### src/cmp_filter_pkg.sv
// Package holding register offsets, field layouts, reset values and counts of the comparator sample filter.
package cmp_filter_pkg;

    // Register byte offsets on the APB bus.
    localparam logic [7:0] control_zero_offset   = 8'h00;
    localparam logic [7:0] period_offset         = 8'h04;
    localparam logic [7:0] control_one_offset    = 8'h08;
    localparam logic [7:0] status_control_offset = 8'h0c;

    // Field widths and positions.
    localparam int count_width  = 3;
    localparam int period_width = 8;
    localparam int en_bit       = 0;
    localparam int we_bit       = 1;
    localparam int se_bit       = 2;
    localparam int rise_flag_bit   = 0;
    localparam int fall_flag_bit   = 1;
    localparam int rise_enable_bit = 2;
    localparam int fall_enable_bit = 3;
    localparam int filtered_bit    = 4;
    localparam int raw_bit         = 5;

    // Reset values.
    localparam logic [2:0] count_reset  = 3'h0;
    localparam logic [7:0] period_reset = 8'h00;
    localparam logic [2:0] ctrl1_reset  = 3'h0;

    // Highest count that still means plain resampling; filtering acts only above it.
    localparam logic [2:0] single_sample = 3'h1;

    // Stages of every synchroniser.
    localparam int sync_stages = 2;

endpackage

### src/sync_bit.sv
// Two flip-flop synchroniser for a single level.
`timescale 1ns/10ps
module sync_bit
    import cmp_filter_pkg::*;
(
    input  wire logic clock,
    input  wire logic nrst,
    input  wire logic d,
    output logic      q
);
    logic meta;
    logic next_meta;
    logic next_q;

    // The first stage feeds only the second; nothing else reads it.
    always_comb begin
        next_meta = d;
        next_q    = meta;
    end

    always_ff @(posedge clock) begin
        if (!nrst) begin
            meta <= 1'b0;
            q    <= 1'b0;
        end else begin
            meta <= next_meta;
            q    <= next_q;
        end
    end
endmodule

### src/edge_detect.sv
// Rising and falling edge detector for a synchronised level.
`timescale 1ns/10ps
module edge_detect (
    input  wire logic clock,
    input  wire logic nrst,
    input  wire logic level,
    output logic      rise,
    output logic      fall
);
    logic last;
    logic next_last;

    // Compare the level with its value one cycle ago.
    always_comb begin
        next_last = level;
        rise      = level & ~last;
        fall      = ~level & last;
    end

    always_ff @(posedge clock) begin
        if (!nrst) begin
            last <= 1'b0;
        end else begin
            last <= next_last;
        end
    end
endmodule

### src/comparator_sample_filter.sv
// Sampling, windowing and consecutive-sample filter for a comparator output, with APB registers.
`timescale 1ns/10ps
// Function
// - Filtering acts only when the count exceeds one and either the period or the sample enable is set.
// - From the bus clock, a sample is taken every period-field bus clock cycles.
// - The filtered output starts at zero and moves only after count consecutive agreeing samples.
// - With sample enable and period both zero the filter stops and clears its counters and filter state, but held_raw keeps its value.
// - With sample enable set, a sample is taken on each rising edge of the external sample input.
// - A disagreeing sample restarts the consecutive count.
// - Windowed with count one and a period resamples the windowed output unfiltered.
// - Windowed with count above one and a period windows and then filters.
// - An interrupt may be raised on rising, falling or both edges of the output.
// - The interrupt is asserted while the rise enable and rise flag are both set.
// - The interrupt is asserted while the fall enable and fall flag are both set.
// - The interrupt drops once the enable or the flag of each active edge is cleared.
// - In windowed modes the raw latch follows the comparator while the window is high and holds otherwise.
// - Edge flags always come from synchronisation and edge detection; the sampled output comes from the same synchroniser.
module comparator_sample_filter
    import cmp_filter_pkg::*;
#(
    parameter int cnt_w = count_width,
    parameter int per_w = period_width
)
(
    input  wire logic        clock,
    input  wire logic        nrst,
    input  wire logic        psel,
    input  wire logic        penable,
    input  wire logic        pwrite,
    input  wire logic [7:0]  paddr,
    input  wire logic [31:0] pwdata,
    output logic [31:0]      prdata,
    output logic             pready,
    output logic             pslverr,
    input  wire logic        raw_compare_out,
    input  wire logic        window,
    input  wire logic        sample_in,
    output logic             filtered_compare_out,
    output logic             irq
);
    // Software registers.
    logic [cnt_w-1:0] consecutive_sample_count;
    logic [per_w-1:0] sample_period_field;
    logic             enable;
    logic             window_enable;
    logic             external_sample_enable;
    logic             rise_irq_enable;
    logic             fall_irq_enable;
    logic             rise_edge_flag;
    logic             fall_edge_flag;
    logic [cnt_w-1:0] next_consecutive_sample_count;
    logic [per_w-1:0] next_sample_period_field;
    logic             next_enable;
    logic             next_window_enable;
    logic             next_external_sample_enable;
    logic             next_rise_irq_enable;
    logic             next_fall_irq_enable;
    logic             next_rise_edge_flag;
    logic             next_fall_edge_flag;
    logic [31:0]      next_prdata;
    logic             next_pready;
    logic             next_pslverr;
    logic             next_irq;

    // Filter state.
    logic             held_raw;
    logic [per_w-1:0] period_count;
    logic [cnt_w-1:0] agree_count;
    logic             filter_state;
    logic             sample_prev;
    logic             next_held_raw;
    logic [per_w-1:0] next_period_count;
    logic [cnt_w-1:0] next_agree_count;
    logic             next_filter_state;
    logic             next_sample_prev;
    logic             next_filtered;

    // Synchronised inputs and edges.
    logic raw_sync;
    logic window_sync;
    logic sample_sync;
    logic out_sync;
    logic out_rise;
    logic out_fall;

    // Mode decode.
    logic sampled_mode;
    logic filter_on;
    logic sample_tick;
    logic pick_raw;
    logic out_level;

    logic access;
    logic wr;
    logic rd;

    // Every pin input passes two flip-flops before use.
    sync_bit u_sync_raw (
        .clock (clock),
        .nrst  (nrst),
        .d     (raw_compare_out),
        .q     (raw_sync)
    );
    sync_bit u_sync_win (
        .clock (clock),
        .nrst  (nrst),
        .d     (window),
        .q     (window_sync)
    );
    sync_bit u_sync_smp (
        .clock (clock),
        .nrst  (nrst),
        .d     (sample_in),
        .q     (sample_sync)
    );

    // Output synchronised once more before edge detection, so flags never see a glitch.
    sync_bit u_sync_out (
        .clock (clock),
        .nrst  (nrst),
        .d     (out_level),
        .q     (out_sync)
    );
    edge_detect u_edges (
        .clock (clock),
        .nrst  (nrst),
        .level (out_sync),
        .rise  (out_rise),
        .fall  (out_fall)
    );

    // Mode decode and sample strobe.
    always_comb begin
        sampled_mode = external_sample_enable || (sample_period_field != '0);
        filter_on    = enable && sampled_mode;
        // Count of one or below is plain resampling; above one is real filtering.
        pick_raw     = window_enable ? held_raw : raw_sync;
        // Flags follow whatever the output shows, so continuous modes raise edges as well.
        out_level    = filter_on ? filter_state : (enable && pick_raw);
        if (external_sample_enable) begin
            sample_tick = sample_sync & ~sample_prev;
        end else begin
            sample_tick = (period_count == sample_period_field - 1'b1);
        end
    end

    // Window latch, period counter and consecutive-sample filter.
    always_comb begin
        next_held_raw     = held_raw;
        next_period_count = period_count;
        next_agree_count  = agree_count;
        next_filter_state = filter_state;
        next_sample_prev  = sample_sync;
        if (window_sync) begin
            next_held_raw = raw_sync;
        end
        if (!filter_on) begin
            // Disabled setting clears the counters, filter state and sample_prev but not held_raw, which is also how a reprogram starts clean.
            next_period_count = '0;
            next_agree_count  = '0;
            next_filter_state = 1'b0;
            next_sample_prev  = 1'b0;
        end else begin
            // The divider runs only for the internal timebase; an external strobe needs no count.
            if (!external_sample_enable) begin
                next_period_count = sample_tick ? '0 : period_count + 1'b1;
            end
            // Each sample either matches the output, which restarts the vote, or adds one vote.
            if (sample_tick) begin
                if (consecutive_sample_count <= single_sample) begin
                    next_filter_state = pick_raw;
                    next_agree_count  = '0;
                end else if (pick_raw == filter_state) begin
                    next_agree_count  = '0;
                end else if (agree_count + 1'b1 >= consecutive_sample_count) begin
                    next_filter_state = pick_raw;
                    next_agree_count  = '0;
                end else begin
                    next_agree_count  = agree_count + 1'b1;
                end
            end
        end
        // Continuous modes pass the synchronised comparator, or held_raw when windowed, straight to the output.
        next_filtered = filter_on ? out_sync : pick_raw;
        if (!enable) begin
            next_filtered = 1'b0;
        end
    end

    // APB decode, register writes, sticky flags and interrupt.
    always_comb begin
        // An access is taken once: pready answers in the next cycle and blocks a second take.
        access = psel && penable && !pready;
        wr     = access && pwrite;
        rd     = access && !pwrite;
        next_consecutive_sample_count = consecutive_sample_count;
        next_sample_period_field      = sample_period_field;
        next_enable                   = enable;
        next_window_enable            = window_enable;
        next_external_sample_enable   = external_sample_enable;
        next_rise_irq_enable          = rise_irq_enable;
        next_fall_irq_enable          = fall_irq_enable;
        next_rise_edge_flag           = rise_edge_flag;
        next_fall_edge_flag           = fall_edge_flag;
        next_pready                   = access;
        next_pslverr                  = 1'b0;
        next_prdata                   = 32'h0000_0000;
        // A write to an unknown offset changes nothing and answers with an error.
        if (wr) begin
            case (paddr)
                control_zero_offset: begin
                    next_consecutive_sample_count = pwdata[cnt_w-1:0];
                end
                period_offset: begin
                    next_sample_period_field = pwdata[per_w-1:0];
                end
                control_one_offset: begin
                    next_enable                 = pwdata[en_bit];
                    next_window_enable          = pwdata[we_bit];
                    next_external_sample_enable = pwdata[se_bit];
                end
                status_control_offset: begin
                    next_rise_irq_enable = pwdata[rise_enable_bit];
                    next_fall_irq_enable = pwdata[fall_enable_bit];
                    if (pwdata[rise_flag_bit]) next_rise_edge_flag = 1'b0;
                    if (pwdata[fall_flag_bit]) next_fall_edge_flag = 1'b0;
                end
                default: next_pslverr = 1'b1;
            endcase
        end
        // Reads return zero outside the defined fields, so software need not mask them.
        if (rd) begin
            case (paddr)
                control_zero_offset: next_prdata[cnt_w-1:0] = consecutive_sample_count;
                period_offset:       next_prdata[per_w-1:0] = sample_period_field;
                control_one_offset: begin
                    next_prdata[en_bit] = enable;
                    next_prdata[we_bit] = window_enable;
                    next_prdata[se_bit] = external_sample_enable;
                end
                status_control_offset: begin
                    next_prdata[rise_flag_bit]   = rise_edge_flag;
                    next_prdata[fall_flag_bit]   = fall_edge_flag;
                    next_prdata[rise_enable_bit] = rise_irq_enable;
                    next_prdata[fall_enable_bit] = fall_irq_enable;
                    next_prdata[filtered_bit]    = filtered_compare_out;
                    next_prdata[raw_bit]         = raw_sync;
                end
                default: next_pslverr = 1'b1;
            endcase
        end
        // Edge sets win over a clear in the same cycle.
        if (out_rise) next_rise_edge_flag = 1'b1;
        if (out_fall) next_fall_edge_flag = 1'b1;
        next_irq = (next_rise_irq_enable && next_rise_edge_flag) ||
                   (next_fall_irq_enable && next_fall_edge_flag);
    end

    // Every register of the block; the synchronous reset gives each output a known zero.
    always_ff @(posedge clock) begin
        if (!nrst) begin
            consecutive_sample_count <= cnt_w'(count_reset);
            sample_period_field      <= per_w'(period_reset);
            enable                   <= 1'b0;
            window_enable            <= 1'b0;
            external_sample_enable   <= 1'b0;
            rise_irq_enable          <= 1'b0;
            fall_irq_enable          <= 1'b0;
            rise_edge_flag           <= 1'b0;
            fall_edge_flag           <= 1'b0;
            prdata                   <= 32'h0000_0000;
            pready                   <= 1'b0;
            pslverr                  <= 1'b0;
            irq                      <= 1'b0;
            held_raw                 <= 1'b0;
            period_count             <= '0;
            agree_count              <= '0;
            filter_state             <= 1'b0;
            sample_prev              <= 1'b0;
            filtered_compare_out     <= 1'b0;
        end else begin
            consecutive_sample_count <= next_consecutive_sample_count;
            sample_period_field      <= next_sample_period_field;
            enable                   <= next_enable;
            window_enable            <= next_window_enable;
            external_sample_enable   <= next_external_sample_enable;
            rise_irq_enable          <= next_rise_irq_enable;
            fall_irq_enable          <= next_fall_irq_enable;
            rise_edge_flag           <= next_rise_edge_flag;
            fall_edge_flag           <= next_fall_edge_flag;
            prdata                   <= next_prdata;
            pready                   <= next_pready;
            pslverr                  <= next_pslverr;
            irq                      <= next_irq;
            held_raw                 <= next_held_raw;
            period_count             <= next_period_count;
            agree_count              <= next_agree_count;
            filter_state             <= next_filter_state;
            sample_prev              <= next_sample_prev;
            filtered_compare_out     <= next_filtered;
        end
    end
endmodule

### config.mk
export PLATFORM = sky130hd
export DESIGN_NAME = comparator_sample_filter
export DESIGN_NICKNAME = d
export VERILOG_FILES = /design/src/cmp_filter_pkg.sv /design/src/sync_bit.sv /design/src/edge_detect.sv /design/src/comparator_sample_filter.sv
export SDC_FILE = /design/constraint.sdc
export NUM_CORES = 1
export LEC_CHECK = 0
export ABC_AREA = 1
export ABC_CLOCK_PERIOD_IN_PS = 1900
export BUFFER_PORTS_ARGS = -buffer_cell sky130_fd_sc_hd__buf_2
export CAP_MARGIN = 20
export CORE_ASPECT_RATIO = 1.2
export CORE_MARGIN = 2
export CORE_UTILIZATION = 25
export CTS_BUF_LIST = sky130_fd_sc_hd__clkbuf_2
export CTS_CLUSTER_DIAMETER = 150
export DETAILED_ROUTE_END_ITERATION = 8
export PLACE_DENSITY = 0.48
export REMOVE_ABC_BUFFERS = 1
export SYNTH_ARGS = -nofsm -noshare
export SYNTH_HDL_FRONTEND = slang
export SYNTH_SLANG_ARGS = --single-unit
### constraint.sdc
create_clock -name clock -period 1.9 [get_ports clock]
set_clock_uncertainty 0.15 [all_clocks]
set_input_delay 0.19 -clock clock [delete_from_list [all_inputs] [get_ports clock]]
set_output_delay 0.19 -clock clock [all_outputs]
set_load 0.05 [all_outputs]
== After elaboration in Yosys (flattened, before gate mapping) ==
Index checks and enable logic that the tools add are counted.

* Eq/ne operators: 6
* Multipliers: 0
* Shift-type cells: 0
* Div/mod/pow operators: 0
* Bitwise logic cells: 6
* Reductions and logical operators: 24
* Mux-type cells: 29
* Magnitude comparators: 2
* Add/sub/neg operators: 3

{| class="wikitable"
|+ Operators with widths
! kind !! number
|-
| two-way mux 1 bit || 23
|-
| equality test 8 x 4 -> 1 bit (second input constant) || 2
|-
| case mux 3 bit (4 select lines) || 1
|-
| AND reduction 2 bit || 6
|-
| two-way mux 3 bit || 3
|-
| adder 8 x 1 -> 8 bit (second input constant) || 1
|-
| equality test 8 x 3 -> 1 bit (second input constant) || 1
|-
| equality test 8 bit || 1
|-
| logical AND 1 bit || 8
|-
| zero test 8 bit || 1
|-
| two-way mux 8 bit || 1
|-
| nonzero test 8 bit || 1
|-
| subtractor 8 x 1 -> 8 bit (second input constant) || 1
|-
| case mux 3 bit (2 select lines) || 1
|-
| AND reduction 3 bit || 2
|-
| OR reduction 4 bit || 1
|-
| adder 3 x 1 -> 3 bit (second input constant) || 1
|-
| AND 1 bit || 3
|-
| greater-or-equal comparator 3 bit || 1
|-
| <= comparator 3 x 1 -> 1 bit (second input constant) || 1
|-
| inverter 1 bit || 3
|-
| zero test 1 bit || 2
|-
| logical OR 1 bit || 2
|-
| != test 2 bit (second input constant) || 1
|-
| other kinds (2) || 2
|}

* Bits in registers: 77
* Word-level logic and storage cells: 100
* Output and inout bits: 36
* Memories: 0
* Bits in writable memories: 0
* Bits in latches: 0
* ROM bits: 0

== Logic depth before layout (Yosys ltp) ==
Gate-level depths: netlist of run 1.

* Word-level depth: 7
* Depth in mapped cells: 14
* Depth with buffers taken out: 14

== Hierarchy ==
From an unflattened synthesis of run 1, not the netlist that was laid out.

* Cells, all modules: 359
* Area, all modules: 2655.0 µm²

{| class="wikitable"
|+ By module, submodules not included
! module !! seq. area each (µm²) !! cells an instance !! area each (µm²) !! times used
|-
| comparator_sample_filter || 880.8 || 328 || 2389.8 || 1
|-
| sync_bit || 40.0 || 6 || 55.1 || 4
|-
| edge_detect || 20.0 || 7 || 45.0 || 1
|}

== Least setup slack after synthesis of run 1 ==
No wires, ideal clock.

* Path kind: register to register
* From: reg agree_count[0]
* To: reg agree_count[2]
* Stages on the path, launching flop included: 12
* Setup time: 0.064 ns
* Setup slack: 0.125 ns
* Data arrival time: 1.561 ns
* Cell sequence: dfxtp_1 -> ha_1 -> ha_1 -> o21ai_0 -> nand2_1 -> a21oi_1 -> nand2_1 -> nor2_1 -> nand2_1 -> nand2_1 -> o21ai_1 -> nor2_1

* Longest elaborated chain between the ends: 5

{| class="wikitable"
|+ RTL lines
! item !! line !! source
|-
| from (decl) || comparator_sample_filter.sv:68 || <nowiki>logic [cnt_w-1:0] agree_count;</nowiki>
|-
| from (signal assigned) || comparator_sample_filter.sv:297 || <nowiki>agree_count <= next_agree_count;</nowiki>
|-
| adder 3 x 1 -> 3 bit * || comparator_sample_filter.sv:175, comparator_sample_filter.sv:179 ||
|-
| greater-or-equal comparator 3 bit || comparator_sample_filter.sv:175 || <nowiki>end else if (agree_count + 1'b1 >= consecutive_sample_count) begin</nowiki>
|-
| two-way mux 3 bit * || comparator_sample_filter.sv:175 ||
|-
| two-way mux 3 bit * || comparator_sample_filter.sv:173 || <nowiki>end else if (pick_raw == filter_state) begin</nowiki>
|-
| two-way mux 3 bit * || comparator_sample_filter.sv:170 || <nowiki>if (consecutive_sample_count <= single_sample) begin</nowiki>
|}

Mark *: on every way between the ends. The rest lies on a longest branch, timed or not.
A chain may end at the register's enable or synchronous reset.

== Final worst setup path of run 1 ==
* From: in paddr[1]
* To: reg prdata[0]

* Longest elaborated chain between the ends: 2

{| class="wikitable"
|+ RTL lines
! item !! line !! source
|-
| from (decl) || comparator_sample_filter.sv:30 || <nowiki>input wire logic [7:0] paddr,</nowiki>
|-
| equality test 8 x 4 -> 1 bit (tied with other cells) || comparator_sample_filter.sv:233 || <nowiki>case (paddr)</nowiki>
|-
| case mux 3 bit (4 select lines) * || comparator_sample_filter.sv:233 ||
|-
| to (signal assigned) || comparator_sample_filter.sv:291 || <nowiki>prdata <= next_prdata;</nowiki>
|-
| to (decl) || comparator_sample_filter.sv:32 || <nowiki>output logic [31:0] prdata,</nowiki>
|}

Marks and branches as above.

==> impl_metrics.toml, run 1 <==
[yosys]
synth-xor-area-share_pct = 3.71
synth_fa_ha_area_share_pct = 2.89
synth_seq_cells = 53
synth_cell_types = 32
synth_top_family_by_area = "simple AND/OR/NAND/NOR gates"
postSynthAreaPerCell_um2 = 7.39
synth.mux.area_fraction_pct = 0
ys_warn_count = 0
syn_inst = 352
synth_compound_gate_area_share_pct = 11.6
ys_seq_area_share_pct = 40.8
netlist_area_um2 = 2600
yosys.area_share.simple_pct = 26.3

[die]
start_util_pct = 25.8
die_h_um = 116
die_area_um2 = 11200
rows = 40
ioPinCount = 84
core_area_um2 = 10100
die_w_um = 97.1

[sta]
rsz0062_at_grt = "yes"
fin_ws_ns = 0.0281
min_period_over_period_pct = 98.5
finalSetupViolations = 0
final_hold_viol_count = 0
setup_tns_ns = 0
period_minus_slack_ns = 1.87
slew_viol_final = 0
fmax_ghz = 0.534

[worst_setup_path]
worst_setup_path_end_kind = "flip-flop"
crit_family = "buffers and inverters"
crit_buf_inv = 3
path_cells = "dlygate4sd3_1 > buf_2 > or2_1 > dlygate4sd3_1 > nor2_2 > nand2_1 > a21oi_1"
critPathMaxFanout = 3
critPathLaunchType = "input pin"
slowest_delay_ns = 0.59
required_ns = 2.13
cpMostUsedCell = "dlygate4sd3_1"
cp_slowest_cell = "dlygate4sd3_1"
path_class = "in -> reg"
worstPathArrival_ns = 2.11

[power_and_ir_drop]
vdd_drop_max_v = 0.000255
power_density_nw_per_um2 = 597
power_mw = 1.93
p_leak_nw = 1.44

[layout]
antenna_cells = 0
final_common_cell = "nand2_1"
fin_util_pct = 32.1
fin_nets = 474
layout_common_cells = "nand2_1 (64), dfxtp_1 (49), inv_1 (43), nor2_1 (39), buf_2 (35)"
final_cells = 547
drive_gt1_share_pct = 19.7
syn2layout_area_growth_pct = 24.2

[routing]
vias = 2238
wl_um = 6030
final_antenna_net_count = 0
wl_per_cell_um = 11.0
drt_iter0_markers = 81
firstDrtPassIters = 5
vias_per_cell = 4.09
drc_errors = 0

[clock_tree]
insertion_delay_ns = 0.43
htreeDepth = 2
cts.sinks = 53
root_buffer = "clkbuf_2"
cts_tree = "yes"
clk_pin_slew_ns = 0.27
numCtsBuffers = 5
cts_buffer_depth = 2

[placement]
place_congestion = 0.784
dp_hpwl_um = 4520
port_buffers = 35
dp_slack_ns = -0.0204
dp_cells = 517

[global_route]
grt_pass1_vias = 2151
grt_use_total_pct = 10.9
grt_pass1_wl_um = 9870
grt_overflow = 0
antenna_found_initial = 0
grt_max_degree = 22

[worst_hold_path]
hold_class = "in -> reg"

[job]
cap_violations = 0

[outcome]
status = "finished, final reports clean"
==> sequential cells by signal, indices dropped and copies added (netlist names), 3 cells and up <==
signal	count
agree_count	3
consecutive_sample_count	3
period_count	8
prdata	8
sample_period_field	8
==> cell families after synthesis <==
group	after synthesis
other	1
buffers and inverters	76
AND/OR/NAND/NOR	147
AO/OA/AOI/OAI	58
adder cells (fa/ha/maj)	6
flip-flops	53
XOR/XNOR	11
==> metrics by stage <==
stage / hold slack [ns] / cell area, um^2
final: 0.0772 / 3230
after global routing: 0.0423 / 3230
after CTS: 0.0374 / 3180
after detailed placement: 0.223 / 2890
after global placement: 0.222 / 2890
after floorplan: 0.133 / 2490
==> worst register-to-register path, cell delays in order, from the launching register on <==
cell and delay, ns:
dfxtp_2 0.39, ha_4 0.16, xor2_2 0.15, ha_1 0.31, a21oi_2 0.16, nand2_1 0.08
nor2_2 0.13, nand2_1 0.07, nand2_1 0.05, o21ai_1 0.06, nor2_1 0.09
==> routing by layer <==
| layer | GRT usage, % | part of all wire, % | up-vias |
|---|---|---|---|
| met2 | 20.3 | 50 | 49 |
| met5 | 0 | 0 | - |
| li1 | - | - | 1205 |
| met4 | 3.38 | 0.76 | 0 |
| met1 | 12.6 | 45 | 982 |
| met3 | 2.35 | 3.7 | 2 |
==> synth_stat cells <==
cell type	count	area, um^2
nor2_1	41	154
o21ai_1	6	30.0
clkbuf_2	1	5.00
nand3_1	16	80.1
nor3b_2	3	37.5
a21oi_1	25	125
nand2_4	1	11.3
nand4_1	6	37.5
nor2_4	1	11.3
buf_4	24	180
nand2_1	64	240
ha_1	6	75.1
dfxtp_1	53	1060
or2_1	1	6.26
xor2_1	8	70.1
inv_2	6	22.5
o21ai_0	20	100
nor2_2	4	25.0
clkbuf_1	2	7.51
nand3b_1	2	15.0
xnor2_1	3	26.3
nor3_4	1	16.3
nor3_1	1	5.00
nor3_2	1	10.0
a31oi_1	1	6.26
conb_1	1	3.75
o22ai_1	3	18.8
nand3_2	1	10.0
a211oi_1	3	22.5
inv_1	43	161
and2_1	1	6.26
nand2_2	3	18.8
==> power breakdown <==
group	switching, mW	total [mW]	internal [mW]
Combinational	0.160	0.217	0.0567
Sequential	0.00315	1.13	1.12
Clock	0.365	0.583	0.217
Total	0.529	1.93	1.40
==> layout make-up <==
class                      instances  area [um^2]
tap                              126          158
fill                            1076         6830
clock buffer                       5         25.0
clock inverter                     3         41.3
sequential                        53         1070
inverter                          49          184
multi-input combinational        246         1300
timing repair buffer              65          453
==> worst paths after layout <==
| kind | start | endpoint | slack (ns) | cells past startpoint |
|---|---|---|---|---|
| setup / recovery | paddr[1] | prdata[0]$_SDFF_PN0_ | 0.03 | 7 |
| hold / removal | paddr[2] | prdata[1]$_SDFF_PN0_ | 0.08 | 5 |
| setup reg to reg | agree_count[1]$_SDFFE_PN0P_ | agree_count[2]$_SDFFE_PN0P_ | 0.08 | 10 |
| hold reg to reg | u_sync_smp.meta$_SDFF_PN0_ | u_sync_smp.q$_SDFF_PN0_ | 0.28 | 2 |
==> what timing repair did <==
| item | CTS | global route |
|---|---|---|
| hold buffers | 21 | 0 |
| resized for setup | 4 | 9 |
| pin swaps | 2 | 10 |
| hold endpoints to repair | 35 | 0 |
| setup endpoints to repair | 2 | 13 |
| buffers inserted | 0 | 1 |
Note: power is estimated with default switching activity, not from simulation.
==> run 2: changes to the inputs <==
--- a/config.mk
+++ b/config.mk
@@ -9,7 +9,6 @@
 export ABC_CLOCK_PERIOD_IN_PS = 1900
 export BUFFER_PORTS_ARGS = -buffer_cell sky130_fd_sc_hd__buf_2
 export CAP_MARGIN = 20
-export CORE_ASPECT_RATIO = 1.2
 export CORE_MARGIN = 2
 export CORE_UTILIZATION = 25
 export CTS_BUF_LIST = sky130_fd_sc_hd__clkbuf_2
==> impl_metrics.toml, run 2 (synthesis gave the netlist of run 1 again) <==
[sta]
holdWs_ns = 0.0688
min_period_over_period_pct = 96.8
setup_tns_ns = 0
fin_ws_ns = 0.0603
slew_viol_final = 0
finalSetupViolations = 0
final_hold_viol_count = 0
period_minus_slack_ns = 1.84
fmax_ghz = 0.544

[clock_tree]
htreeDepth = 2
numCtsBuffers = 5
cts_tree = "yes"
clk_pin_slew_ns = 0.28
cts_buffer_depth = 2
cts.sinks = 53
root_buffer = "clkbuf_2"
insertion_delay_ns = 0.43

[global_route]
grt_pass1_wl_um = 9650
grt_overflow = 0
grt_use_total_pct = 10.8
antenna_found_initial = 0
grt_max_degree = 22
grt_pass1_vias = 2058

[worst_hold_path]
hold_class = "in -> reg"

[layout]
fin_nets = 473
syn2layout_area_growth_pct = 24.1
layout_common_cells = "nand2_1 (64), dfxtp_1 (48), inv_1 (41), nor2_1 (40), buf_2 (35)"
drive_gt1_share_pct = 21.0
antenna_cells = 0
reg_top3 = "period_count: 8 flops, prdata: 8 flops, sample_period_field: 8 flops"
final_common_cell = "nand2_1"

[worst_setup_path]
cp-startpoint = "agree_count[1]$_SDFFE_PN0P_"
crit_buf_inv = 0
path_class = "reg -> reg"
critPathMaxFanout = 3
critical_path.endpoint = "agree_count[1]$_SDFFE_PN0P_"
worst_setup_path_end_kind = "flip-flop"
cpMostUsedCell = "nand2_1"
worstPathArrival_ns = 2.07
reg2reg_depth = 11
r2r-end = "agree_count[1]$_SDFFE_PN0P_"
slowest_delay_ns = 0.40
cp_slowest_cell = "dfxtp_2"
crit_family = "simple AND/OR/NAND/NOR gates"
critPathLaunchType = "flip-flop"
r2r_setup_slack_ns = 0.06
timing.rr.start = "agree_count[1]$_SDFFE_PN0P_"
path_cells = "ha_4 > ha_4 > o21ai_1 > nand2_1 > a21oi_2 > nand2_1 > nor2_2 > nand2_1 > nand2_1 > o21ai_1 > nor2_1"
required_ns = 2.13
path_depth = 11

[routing]
met1_length_um = 2870
firstDrtPassIters = 4
drc_errors = 0
wl_met3_um = 245
wl_met2_um = 2760
vias = 2300
vias_per_cell = 4.14
wl_per_cell_um = 10.7
drt_iter0_markers = 90
final_antenna_net_count = 0
wl_um = 5950
highest_layer = "met4"

[outcome]
status = "finished, final reports clean"

[power_and_ir_drop]
vdd_drop_max_v = 0.000231
p_leak_nw = 1.44
power_density_nw_per_um2 = 563

[placement]
port_buffers = 35
dp_slack_ns = -0.0271
place_congestion = 0.837
dp_hpwl_um = 4480

[job]
cap_violations = 0

[die]
die_h_um = 106
die_w_um = 106
rows = 37
start_util_pct = 25.4
core_area_um2 = 10200
die_area_um2 = 11200
ioPinCount = 84
[run 2: worst register-to-register path, delay by kind of cell (launching register included)]
family | cells | cell delay, ns
AO/OA/AOI/OAI | 3 | 0.27
adder cells (fa/ha/maj) | 2 | 0.45
flip-flops | 1 | 0.40
AND/OR/NAND/NOR | 6 | 0.53
[run 2: worst min-delay path by stage]
stage	from	to	slack (ns)	cells past startpoint
6_report	paddr[2]	prdata[1]$_SDFF_PN0_	0.07	5
4_1_cts	paddr[2]	prdata[1]$_SDFF_PN0_	0.02	5
2_1_floorplan	nrst	u_sync_out.q$_SDFF_PN0_	0.13	2
3_5_place_dp	window	u_sync_win.meta$_SDFF_PN0_	0.23	3
5_1_grt	paddr[2]	prdata[1]$_SDFF_PN0_	0.005	5
3_3_place_gp	window	u_sync_win.meta$_SDFF_PN0_	0.22	3
[run 2: report_power, final]
group / leakage (nW) / switching, mW / internal [mW] / total (mW)
clock: 0.0294 / 0.379 / 0.0937 / 0.473
sequential: 0.431 / 0.00330 / 1.12 / 1.13
combinational: 0.976 / 0.159 / 0.0549 / 0.214
total: 1.44 / 0.542 / 1.27 / 1.81
[run 2: cell type report]
type                       count  area (um^2)
clock buffer                   5         25.0
clock inverter                 3         21.3
fill                        1112         7010
inverter                      49          184
multi-input combinational    246         1320
sequential                    53         1070
tap                          136          170
timing repair buffer          64          440
[run 2: metal layers]
metal,track usage (%),up-vias
met2,17.8,61
met4,3.20,0
met3,2.45,6
li1,-,1206
met1,14.0,1027
met5,0,-
[run 2: per-stage QoR]
stage | std cells | instance area (um^2) | power [mW] | utilization [%]
floorplan | 348 | 2490 | 1.28 | -
global placement | 528 | 2910 | 1.33 | 28.4
detailed placement | 528 | 2910 | 1.33 | 28.4
CTS | 555 | 3160 | 1.85 | 30.9
global route | 556 | 3230 | 1.92 | 31.5
finish | 556 | 3230 | 1.81 | 31.5
[run 2: timing repair]
action | 4_1_cts | 5_1_grt
pin swaps | 3 | 9
endpoints found under the setup margin | 2 | 13
hold buffers | 19 | 0
hold endpoints to repair | 33 | 0
buffers inserted | 0 | 1
gates resized for setup | 6 | 11
